## config.mk

```make
export PLATFORM = sky130hd
export DESIGN_NAME = replay_trigger_select
export DESIGN_NICKNAME = d
export VERILOG_FILES = /design/src/shared/trig_sel_pkg.sv /design/src/rtl/trig_input_sync.sv /design/src/rtl/setup_timer.sv /design/src/rtl/replay_trigger_select.sv
export SDC_FILE = /design/constraint.sdc
export NUM_CORES = 1
export LEC_CHECK = 0
export ABC_AREA = 1
export BUFFER_PORTS_ARGS = -buffer_cell sky130_fd_sc_hd__clkbuf_2
export CELL_PAD_IN_SITES_DETAIL_PLACEMENT = 2
export CELL_PAD_IN_SITES_GLOBAL_PLACEMENT = 2
export CORE_UTILIZATION = 30
export CTS_CLUSTER_DIAMETER = 40
export DETAILED_ROUTE_END_ITERATION = 10
export PLACE_DENSITY_LB_ADDON = 0.25
export RECOVER_POWER = 100
export SETUP_SLACK_MARGIN = 0.4
export SYNTH_ARGS = -nofsm -noshare
export SYNTH_HDL_FRONTEND = slang
export SYNTH_SLANG_ARGS = --single-unit
```

## constraint.sdc

```tcl
create_clock -name clk_in -period 2.5 [get_ports clk_in]
set_input_delay 0.375 -clock clk_in [delete_from_list [all_inputs] [get_ports clk_in]]
set_output_delay 0.375 -clock clk_in [all_outputs]
set_load 0.05 [all_outputs]
```

## src/shared/trig_sel_pkg.sv

```systemverilog
// Constants and types shared by the trigger selection logic
package trig_sel_pkg;

  // ----------------------------------------------------------------
  // Register map (printed offsets; not all multiples of four)
  // ----------------------------------------------------------------
  localparam logic [15:0] BOARD_COMMAND_IDX = 16'h0000;
  localparam logic [15:0] TRIGGER_SOURCE_SELECT_IDX = 16'h9C40;
  localparam logic [15:0] TRIGGER_CONNECTOR_DIRECTION_IDX = 16'h9CA4;
  localparam logic [15:0] TRIGGER_INPUT_TERMINATION_IDX = 16'h9CAE;

  // ----------------------------------------------------------------
  // Codes and reset values
  // ----------------------------------------------------------------
  localparam logic [31:0] FREE_RUN_START = 32'h0000_0000;
  localparam logic [31:0] RISING_EDGE_SELECT = 32'h0000_4E20;
  localparam logic [31:0] FALLING_EDGE_SELECT = 32'h0000_4E2A;
  localparam logic [31:0] ANY_EDGE_SELECT = 32'h0000_4E3E;
  localparam logic [31:0] FORCED_EVENT_CMD = 32'h0000_0010;
  localparam logic [31:0] TRIGGER_SOURCE_SELECT_RESET = 32'h0000_0000;
  localparam logic [31:0] TRIGGER_CONNECTOR_DIRECTION_RESET = 32'h0000_0000;
  localparam logic [31:0] TRIGGER_INPUT_TERMINATION_RESET = 32'h0000_0000;
  localparam logic [31:0] BOARD_COMMAND_RESET = 32'h0000_0000;

  // Setup delay between start and free-run trigger
  localparam int SETUP_TIME_NS = 100;
  localparam int CLK_PERIOD_NS = 25;
  localparam logic [7:0] SETUP_CYCLES = 8'((SETUP_TIME_NS + CLK_PERIOD_NS - 1) / CLK_PERIOD_NS);

  typedef enum logic [1:0] {
    ST_IDLE = 2'b00,
    ST_SETUP = 2'b01,
    ST_ARMED = 2'b10,
    ST_RUN = 2'b11
  } arm_state_type;

endpackage : trig_sel_pkg

```

## src/rtl/trig_input_sync.sv

```systemverilog
// Two-stage synchroniser and edge detector for the external trigger input
`timescale 1ns/1ps
module trig_input_sync (
  // Clock and reset
  input wire logic clk_in,
  input wire logic resetn_in,
  // Pin level
  input wire logic level_in,
  // Edge pulses
  output logic rise_out,
  output logic fall_out
);

  logic meta_reg;
  logic sync_reg;
  logic prev_reg;

  // Chain; the first stage feeds only the second
  always_ff @(posedge clk_in) begin
    if (!resetn_in) begin
      meta_reg <= 1'b0;
      sync_reg <= 1'b0;
      prev_reg <= 1'b0;
    end else begin
      meta_reg <= level_in;
      sync_reg <= meta_reg;
      prev_reg <= sync_reg;
    end
  end

  // One cycle wide per edge
  assign rise_out = sync_reg & ~prev_reg;
  assign fall_out = ~sync_reg & prev_reg;

endmodule : trig_input_sync

```

## src/rtl/setup_timer.sv

```systemverilog
// Countdown timer for the setup delay after start
`timescale 1ns/1ps
module setup_timer
  import trig_sel_pkg::*;
(
  // Clock and reset
  input wire logic clk_in,
  input wire logic resetn_in,
  // Control
  input wire logic load_in,
  // Status
  output logic done_out
);

  logic [7:0] count_reg;
  logic [7:0] count_next;

  // Reload on start, then count down to zero; done flags the count of one
  assign count_next = load_in ? SETUP_CYCLES :
                      (count_reg != 8'h00) ? count_reg - 8'h01 : 8'h00;
  assign done_out = (count_reg == 8'h01);

  always_ff @(posedge clk_in) begin
    if (!resetn_in) begin
      count_reg <= 8'h00;
    end else begin
      count_reg <= count_next;
    end
  end

endmodule : setup_timer

```

## src/rtl/replay_trigger_select.sv

```systemverilog
// Trigger source selection, arming and connector control for replay
`timescale 1ns/1ps
//
// Behaviour
// - Free-run mode triggers after start once the setup delay expires, no event needed.
// - Force command triggers once, only while armed and waiting; ignored otherwise.
// - Internal mode with direction zero leaves the connector driver disabled.
// - Internal mode with direction one drives a high trigger pulse at replay start.
// - Any external mode makes the connector an input, ignoring the direction setting.
// - Rising edge code triggers on rising external edges.
// - Falling edge code triggers on falling external edges.
// - Any edge code triggers on both external edges.
// - External mode triggers on first qualifying edge once armed after the setup delay; earlier edges ignored.
// - After a trigger, edges are ignored until replay ends and board is re-armed.
// - Termination on only when setting set and connector is an external input.
module replay_trigger_select
  import trig_sel_pkg::*;
(
  // Clock and reset
  input wire logic clk_in,
  input wire logic resetn_in,
  // Register port
  input wire logic [15:0] reg_addr_in,
  input wire logic [31:0] reg_wdata_in,
  input wire logic reg_write_in,
  output logic [31:0] reg_rdata_out,
  // Replay engine
  input wire logic start_in,
  input wire logic stop_in,
  input wire logic replay_done_in,
  output logic trigger_out,
  output logic armed_out,
  output logic running_out,
  // Trigger connector
  input wire logic trig_pin_in,
  output logic trig_pin_out,
  output logic trig_pin_oe_n_out,
  output logic term_enable_out
);

  // ----------------------------------------------------------------
  // Registers
  // ----------------------------------------------------------------
  logic [31:0] mode_reg;
  logic [31:0] dir_reg;
  logic [31:0] term_reg;
  logic [31:0] cmd_reg;
  arm_state_type state_reg;
  arm_state_type state_next;
  logic trig_out_reg;
  logic pin_out_reg;

  // Address decode
  wire sel_cmd = (reg_addr_in == BOARD_COMMAND_IDX);
  wire sel_mode = (reg_addr_in == TRIGGER_SOURCE_SELECT_IDX);
  wire sel_dir = (reg_addr_in == TRIGGER_CONNECTOR_DIRECTION_IDX);
  wire sel_term = (reg_addr_in == TRIGGER_INPUT_TERMINATION_IDX);

  // Mode decode
  wire mode_rise = (mode_reg == RISING_EDGE_SELECT);
  wire mode_fall = (mode_reg == FALLING_EDGE_SELECT);
  wire mode_both = (mode_reg == ANY_EDGE_SELECT);
  wire mode_ext = mode_rise | mode_fall | mode_both;
  wire mode_soft = ~mode_ext;

  // Register write and readback; the command register reads back last code
  always_ff @(posedge clk_in) begin
    if (!resetn_in) begin
      mode_reg <= TRIGGER_SOURCE_SELECT_RESET;
      dir_reg <= TRIGGER_CONNECTOR_DIRECTION_RESET;
      term_reg <= TRIGGER_INPUT_TERMINATION_RESET;
      cmd_reg <= BOARD_COMMAND_RESET;
    end else if (reg_write_in) begin
      if (sel_mode) begin
        mode_reg <= reg_wdata_in;
      end else if (sel_dir) begin
        dir_reg <= reg_wdata_in;
      end else if (sel_term) begin
        term_reg <= reg_wdata_in;
      end else if (sel_cmd) begin
        cmd_reg <= reg_wdata_in;
      end
    end
  end

  // Read mux; unmapped addresses read zero
  assign reg_rdata_out = sel_mode ? mode_reg :
                         sel_dir ? dir_reg :
                         sel_term ? term_reg :
                         sel_cmd ? cmd_reg : 32'h0000_0000;

  // ----------------------------------------------------------------
  // Trigger sources
  // ----------------------------------------------------------------
  logic edge_rise;
  logic edge_fall;
  logic setup_done;

  trig_input_sync u_sync (
    .clk_in(clk_in),
    .resetn_in(resetn_in),
    .level_in(trig_pin_in),
    .rise_out(edge_rise),
    .fall_out(edge_fall)
  );

  // Timer reloads on start so free-run waits only for setup
  wire start_ok = start_in & (state_reg == ST_IDLE);
  setup_timer u_timer (
    .clk_in(clk_in),
    .resetn_in(resetn_in),
    .load_in(start_ok),
    .done_out(setup_done)
  );

  // Qualified external edge per selected polarity
  wire ext_edge = (mode_rise & edge_rise)
                | (mode_fall & edge_fall)
                | (mode_both & (edge_rise | edge_fall));

  // Force is a write of the force code in any state; trig_hit gates it with armed
  wire force_cmd = reg_write_in & sel_cmd & (reg_wdata_in == FORCED_EVENT_CMD);

  // Edges count only in the armed state, so earlier ones are lost
  wire armed = (state_reg == ST_ARMED);
  wire trig_hit = armed & ((mode_ext & ext_edge) | force_cmd);

  // ----------------------------------------------------------------
  // Arming state machine
  // ----------------------------------------------------------------
  // Free run enters RUN straight from setup; stop aborts anywhere
  always_comb begin
    state_next = state_reg;
    case (state_reg)
      ST_IDLE: begin
        if (start_in) begin
          state_next = ST_SETUP;
        end
      end
      ST_SETUP: begin
        if (setup_done) begin
          state_next = mode_soft ? ST_RUN : ST_ARMED;
        end
      end
      ST_ARMED: begin
        if (trig_hit) begin
          state_next = ST_RUN;
        end
      end
      ST_RUN: begin
        if (replay_done_in) begin
          state_next = ST_IDLE;
        end
      end
      default: begin
        state_next = ST_IDLE;
      end
    endcase
    if (stop_in) begin
      state_next = ST_IDLE;
    end
  end

  // Trigger pulse for one cycle whenever replay is entered
  wire trig_now = (state_next == ST_RUN) & (state_reg != ST_RUN);

  always_ff @(posedge clk_in) begin
    if (!resetn_in) begin
      state_reg <= ST_IDLE;
      trig_out_reg <= 1'b0;
      pin_out_reg <= 1'b0;
    end else begin
      state_reg <= state_next;
      trig_out_reg <= trig_now;
      pin_out_reg <= trig_now & mode_soft & dir_reg[0];
    end
  end

  assign trigger_out = trig_out_reg;
  assign armed_out = armed;
  assign running_out = (state_reg == ST_RUN);

  // ----------------------------------------------------------------
  // Connector control
  // ----------------------------------------------------------------
  // Driver enabled only in internal mode with direction one; active low enable
  wire drive_pin = mode_soft & dir_reg[0];
  assign trig_pin_oe_n_out = ~drive_pin;
  assign trig_pin_out = pin_out_reg;
  // Termination only when acting as an external input
  assign term_enable_out = mode_ext & term_reg[0];

  // ----------------------------------------------------------------
  // Checks
  // ----------------------------------------------------------------
  a_force_ignored: assert property (@(posedge clk_in) disable iff (!resetn_in)
    (force_cmd && state_reg == ST_IDLE && !start_in) |=> (state_reg == ST_IDLE && !trigger_out))
    else $error("force accepted while not armed");

  a_force_fires: assert property (@(posedge clk_in) disable iff (!resetn_in)
    (force_cmd && armed && !stop_in) |=> trigger_out && running_out)
    else $error("force while armed did not trigger");

  a_free_run_start: assert property (@(posedge clk_in) disable iff (!resetn_in)
    (state_reg == ST_SETUP && setup_done && mode_soft && !stop_in) |=> running_out)
    else $error("free run did not start after setup");

  a_pin_disabled: assert property (@(posedge clk_in) disable iff (!resetn_in)
    (mode_soft && !dir_reg[0]) |-> trig_pin_oe_n_out)
    else $error("driver on with direction zero");

  a_pin_pulse: assert property (@(posedge clk_in) disable iff (!resetn_in)
    (trig_now && mode_soft && dir_reg[0]) |=> trig_pin_out && trigger_out)
    else $error("no output pulse at replay start");

  a_ext_input: assert property (@(posedge clk_in) disable iff (!resetn_in)
    mode_ext |-> (trig_pin_oe_n_out && !trig_pin_out) || $past(mode_soft))
    else $error("connector driven in external mode");

  a_rise_edge: assert property (@(posedge clk_in) disable iff (!resetn_in)
    (armed && mode_rise && edge_rise && !stop_in) |=> trigger_out)
    else $error("rising edge missed");

  a_fall_edge: assert property (@(posedge clk_in) disable iff (!resetn_in)
    (armed && mode_fall && edge_fall && !stop_in) |=> trigger_out)
    else $error("falling edge missed");

  a_both_edge: assert property (@(posedge clk_in) disable iff (!resetn_in)
    (armed && mode_both && (edge_rise || edge_fall) && !stop_in) |=> trigger_out)
    else $error("edge missed in any edge mode");

  a_no_retrigger: assert property (@(posedge clk_in) disable iff (!resetn_in)
    (running_out && !replay_done_in && !stop_in) |=> !trigger_out && running_out)
    else $error("retrigger during replay");

  a_early_edge: assert property (@(posedge clk_in) disable iff (!resetn_in)
    (state_reg == ST_SETUP && mode_ext) |=> !trigger_out)
    else $error("edge before arming triggered");

  a_termination: assert property (@(posedge clk_in) disable iff (!resetn_in)
    term_enable_out |-> (mode_ext && trig_pin_oe_n_out))
    else $error("termination on while not an input");

  a_edge_pulse: assert property (@(posedge clk_in) disable iff (!resetn_in)
    edge_rise |=> !edge_rise)
    else $error("edge pulse wider than one cycle");

  // ----------------------------------------------------------------
  // Output shape and state checks
  // ----------------------------------------------------------------
  a_fall_pulse: assert property (@(posedge clk_in) disable iff (!resetn_in)
    edge_fall |=> !edge_fall)
    else $error("fall pulse wider than one cycle");

  a_edge_exclusive: assert property (@(posedge clk_in) disable iff (!resetn_in)
    !(edge_rise && edge_fall))
    else $error("rise and fall pulses together");

  a_trig_one_cycle: assert property (@(posedge clk_in) disable iff (!resetn_in)
    trigger_out |=> !trigger_out)
    else $error("trigger pulse wider than one cycle");

  a_trig_in_run: assert property (@(posedge clk_in) disable iff (!resetn_in)
    trigger_out |-> running_out)
    else $error("trigger without replay");

  a_pin_follows: assert property (@(posedge clk_in) disable iff (!resetn_in)
    trig_pin_out |-> trigger_out)
    else $error("connector pulse without trigger");

  a_ext_no_pulse: assert property (@(posedge clk_in) disable iff (!resetn_in)
    (mode_ext && $past(mode_ext)) |-> !trig_pin_out)
    else $error("connector pulsed in external mode");

  a_drive_on: assert property (@(posedge clk_in) disable iff (!resetn_in)
    (mode_soft && dir_reg[0]) |-> !trig_pin_oe_n_out)
    else $error("driver off with direction one");

  a_armed_ext: assert property (@(posedge clk_in) disable iff (!resetn_in)
    (state_reg == ST_SETUP && setup_done && mode_ext && !stop_in) |=> armed_out)
    else $error("not armed after setup");

  a_stay_armed: assert property (@(posedge clk_in) disable iff (!resetn_in)
    (armed && !trig_hit && !stop_in) |=> armed_out)
    else $error("armed state left without trigger");

  a_term_on: assert property (@(posedge clk_in) disable iff (!resetn_in)
    (mode_ext && term_reg[0]) |-> term_enable_out)
    else $error("termination off while requested");

  a_term_off: assert property (@(posedge clk_in) disable iff (!resetn_in)
    (!mode_ext || !term_reg[0]) |-> !term_enable_out)
    else $error("termination on while not requested");

  a_force_busy: assert property (@(posedge clk_in) disable iff (!resetn_in)
    (force_cmd && running_out) |=> !trigger_out)
    else $error("force accepted during replay");

  a_replay_end: assert property (@(posedge clk_in) disable iff (!resetn_in)
    (running_out && replay_done_in) |=> (!running_out && !trigger_out))
    else $error("replay did not end");

  a_idle_quiet: assert property (@(posedge clk_in) disable iff (!resetn_in)
    (state_reg == ST_IDLE) |=> !trigger_out)
    else $error("trigger from idle");

  a_setup_wait: assert property (@(posedge clk_in) disable iff (!resetn_in)
    (state_reg == ST_SETUP && !setup_done) |=> !running_out)
    else $error("replay before setup expired");

endmodule : replay_trigger_select

```

==> run_results.csv <==
group,metric,value,unit
timing,fmax,410,MHz
clocking,cts_max_level,4,
clocking,cts-hold-fix-buffers,0,
drt,routed_wl,39.3,mm
finish,multi_input_area,3910,sq um
drt,drc,0,
synth,synth.distinct_cells,25,
finish,num-fill-cells,2115,
power_and_ir_drop,leakagePower,4.53,nW
timing,max_slew.worst_pin.slew,0.786,ns
timing,finalHoldViolations,0,
setup_path,cp_max_fo,6,
placed_design,port-buffer-count,92,
floorplan,die_area,21600,sq um
floorplan,io_pins,93,
timing,slew-limit-headroom,47.4,%
power_and_ir_drop,pwr_density_cell,558,nW/um^2
floorplan,die_w,147,um
clocking,cts_tree,"built",
synth,syn_avg_cell_area,7.19,sq um
finish,layout_commonest_cell,"dfxtp_1",
power_and_ir_drop,irDropWorstVdd,0.000424,V
placed_design,dp.cells,1205,
timing,tns,0,ns
clocking,cts_made_buffers,17,
run,cap_violations,0,
timing,slew_violations,0,
finish,diodes,0,
finish,ff_latch_area,2870,sq um
clocking,worstSkewPairLatency,0.46,ns
drt,drt_pass1_iterations,5,
placed_design,dpl_cell_area,7740,sq um
floorplan,dieHeight,147,um
grt,grt_pass1_wl,47.7,mm
run_status,status,"finished, final reports clean",
grt,grt_overflow,0,
finish,final_area,10200,sq um
drt,drt-initial-drc-count,546,
synth,ys_seq_area_share,45.4,%
placed_design,place_hpwl,15.4,mm
synth,netlist_instances,877,
timing,fin_skew,0.0125,ns
clocking,clkTransAtPathRegs,0.06,ns
synth,ys_warn_count,0,
grt,grt_use_total,29.5,%
setup_path,endpoint_kind,"output port",
clocking,clock-sinks,143,
worst_hold_path,hold_path_class,"in2reg",
timing,finalCriticalPeriod,2.44,ns
drt,ant_nets,0,
finish,nets,1083,
drt,wl_per_cell,30.1,um
floorplan,start_util,30.9,%
setup_path,crit_type,"in2out",
drt,viasPerCell,5.98,
setup_path,critPathRequiredTime,2.12,ns
setup_path,arrival,2.07,ns
floorplan,row_count,52,
setup_path,cp-start-kind,"input pin",
synth,ys_ff_latch,143,
placed_design,place.gp.congestion,0.711,
drt,vias,7820,
grt,grt_pass1_vias,8094,
timing,setup_viol,0,
grt,grt_max_degree,82,
power_and_ir_drop,p_total,0.00570,W
finish,mostFrequentLayoutCells,"dfxtp_1, a21oi_1, o21ai_1",
floorplan,coreArea,20400,sq um
grt,antenna_found_initial,0,
finish,layoutNonFillerInstCount,1307,
synth,syn-num-nets,936,
timing,timing.final.crit_share,97.7,%
synth,netlist_area,6300,sq um
timing,hold_ws,0.175,ns
clocking,cts_root_buf,"clkbuf_16",
clocking,clock_path_buffers,2,
timing,grt_setup_unrepaired,"yes",
finish,areaGrowthSynthToFinish,62.3,%
finish,drive_gt1_share,41.2,%
power breakdown:
| group | switching (W) | internal, W | total [W] |
|---|---|---|---|
| combinational | 0.000375 | 0.000192 | 0.000567 |
| clock | 0.00116 | 0.00160 | 0.00275 |
| sequential | 0.0000500 | 0.00233 | 0.00238 |
through the flow:
stage / worst slack [ns] / utilization [%]
CTS: 0.125 / 46.1
global route: -0.0319 / 50.1
finish: 0.0585 / 50.1
detailed placement: 0.0779 / 37.9
floorplan: 0.296 / -
global placement: 0.115 / 37.9
cell usage after synthesis (all sizes together):
cell type	number	area, sq um
a21oi	193	966
a221oi	1	8.76
buf	19	91.3
clkbuf	40	150
dfxtp	143	2860
ha	4	50.1
inv	92	345
nand2	92	345
nand3	44	225
nand4	38	238
nor2	66	253
nor3	3	15.0
nor3b	1	7.51
nor4	2	33.8
o21ai	130	651
o22ai	1	6.26
o31ai	1	7.51
or2	5	31.3
xnor2	2	17.5
cell type report:
type | count | area share (%)
repair buffers | 185 | 20.9
clock inverters | 10 | 1.06
well taps | 270 | 3.30
flip-flops and latches | 143 | 28.0
clock buffers | 22 | 4.83
inverters | 92 | 3.64
multi-input cells | 585 | 38.2
layer usage:
metal / GRT usage [%] / vias up / wire (um)
met5: 0 / - / 0
li1: - / 3292 / -
met3: 6.12 / 166 / 2330
met2: 50.7 / 418 / 19200
met4: 16.1 / 0 / 2310
met1: 34.2 / 3944 / 15500
critical path, stage by stage:
cell      delay, ns
buf_6          0.10
nor2_4         0.10
nand3_2        0.09
nor4_4         0.16
buf_6          0.17
nand3_4        0.12
clkinv_8       0.12
buf_12         0.12
buf_16         0.14
buf_6          0.11
nand2_4        0.04
nand3_2        0.06
a21oi_2        0.05
a21oi_4        0.14
buf_8          0.16
worst paths after layout:
path	from	end	slack, ns	cells past startpoint
max	reg_addr_in[8]	reg_rdata_out[26]	0.06	15
max reg2reg	mode_reg[7]$_SDFFE_PN0P_	trig_pin_out$_SDFF_PN0_	0.52	15
min	trig_pin_in	u_sync.meta_reg$_SDFF_PN0_	0.17	3
min reg2reg	u_sync.meta_reg$_SDFF_PN0_	u_sync.sync_reg$_SDFF_PN0_	0.46	2
repair_timing:
item | 4_1_cts | 5_1_grt
endpoints found under the setup margin | 34 | 138
setup buffers | 34 | 20
pin swaps | 15 | 28
cloned | 9 | 7
gates resized for setup | 157 | 167
cell families (layout without fill, tap and decap cells):
kind of cell             Yosys count  count (layout)  share of synthesized area, %
AO/OA/AOI/OAI                    326             326                          26.0
buffers and inverters            151             309                          9.31
AND/OR/NAND/NOR                  251             253                          18.2
XOR/XNOR                           2               2                         0.278
flip-flops                       143             143                          45.4
adder cells (fa/ha/maj)            4               4                         0.794
No activity file was read; power rests on OpenSTA's default activity.
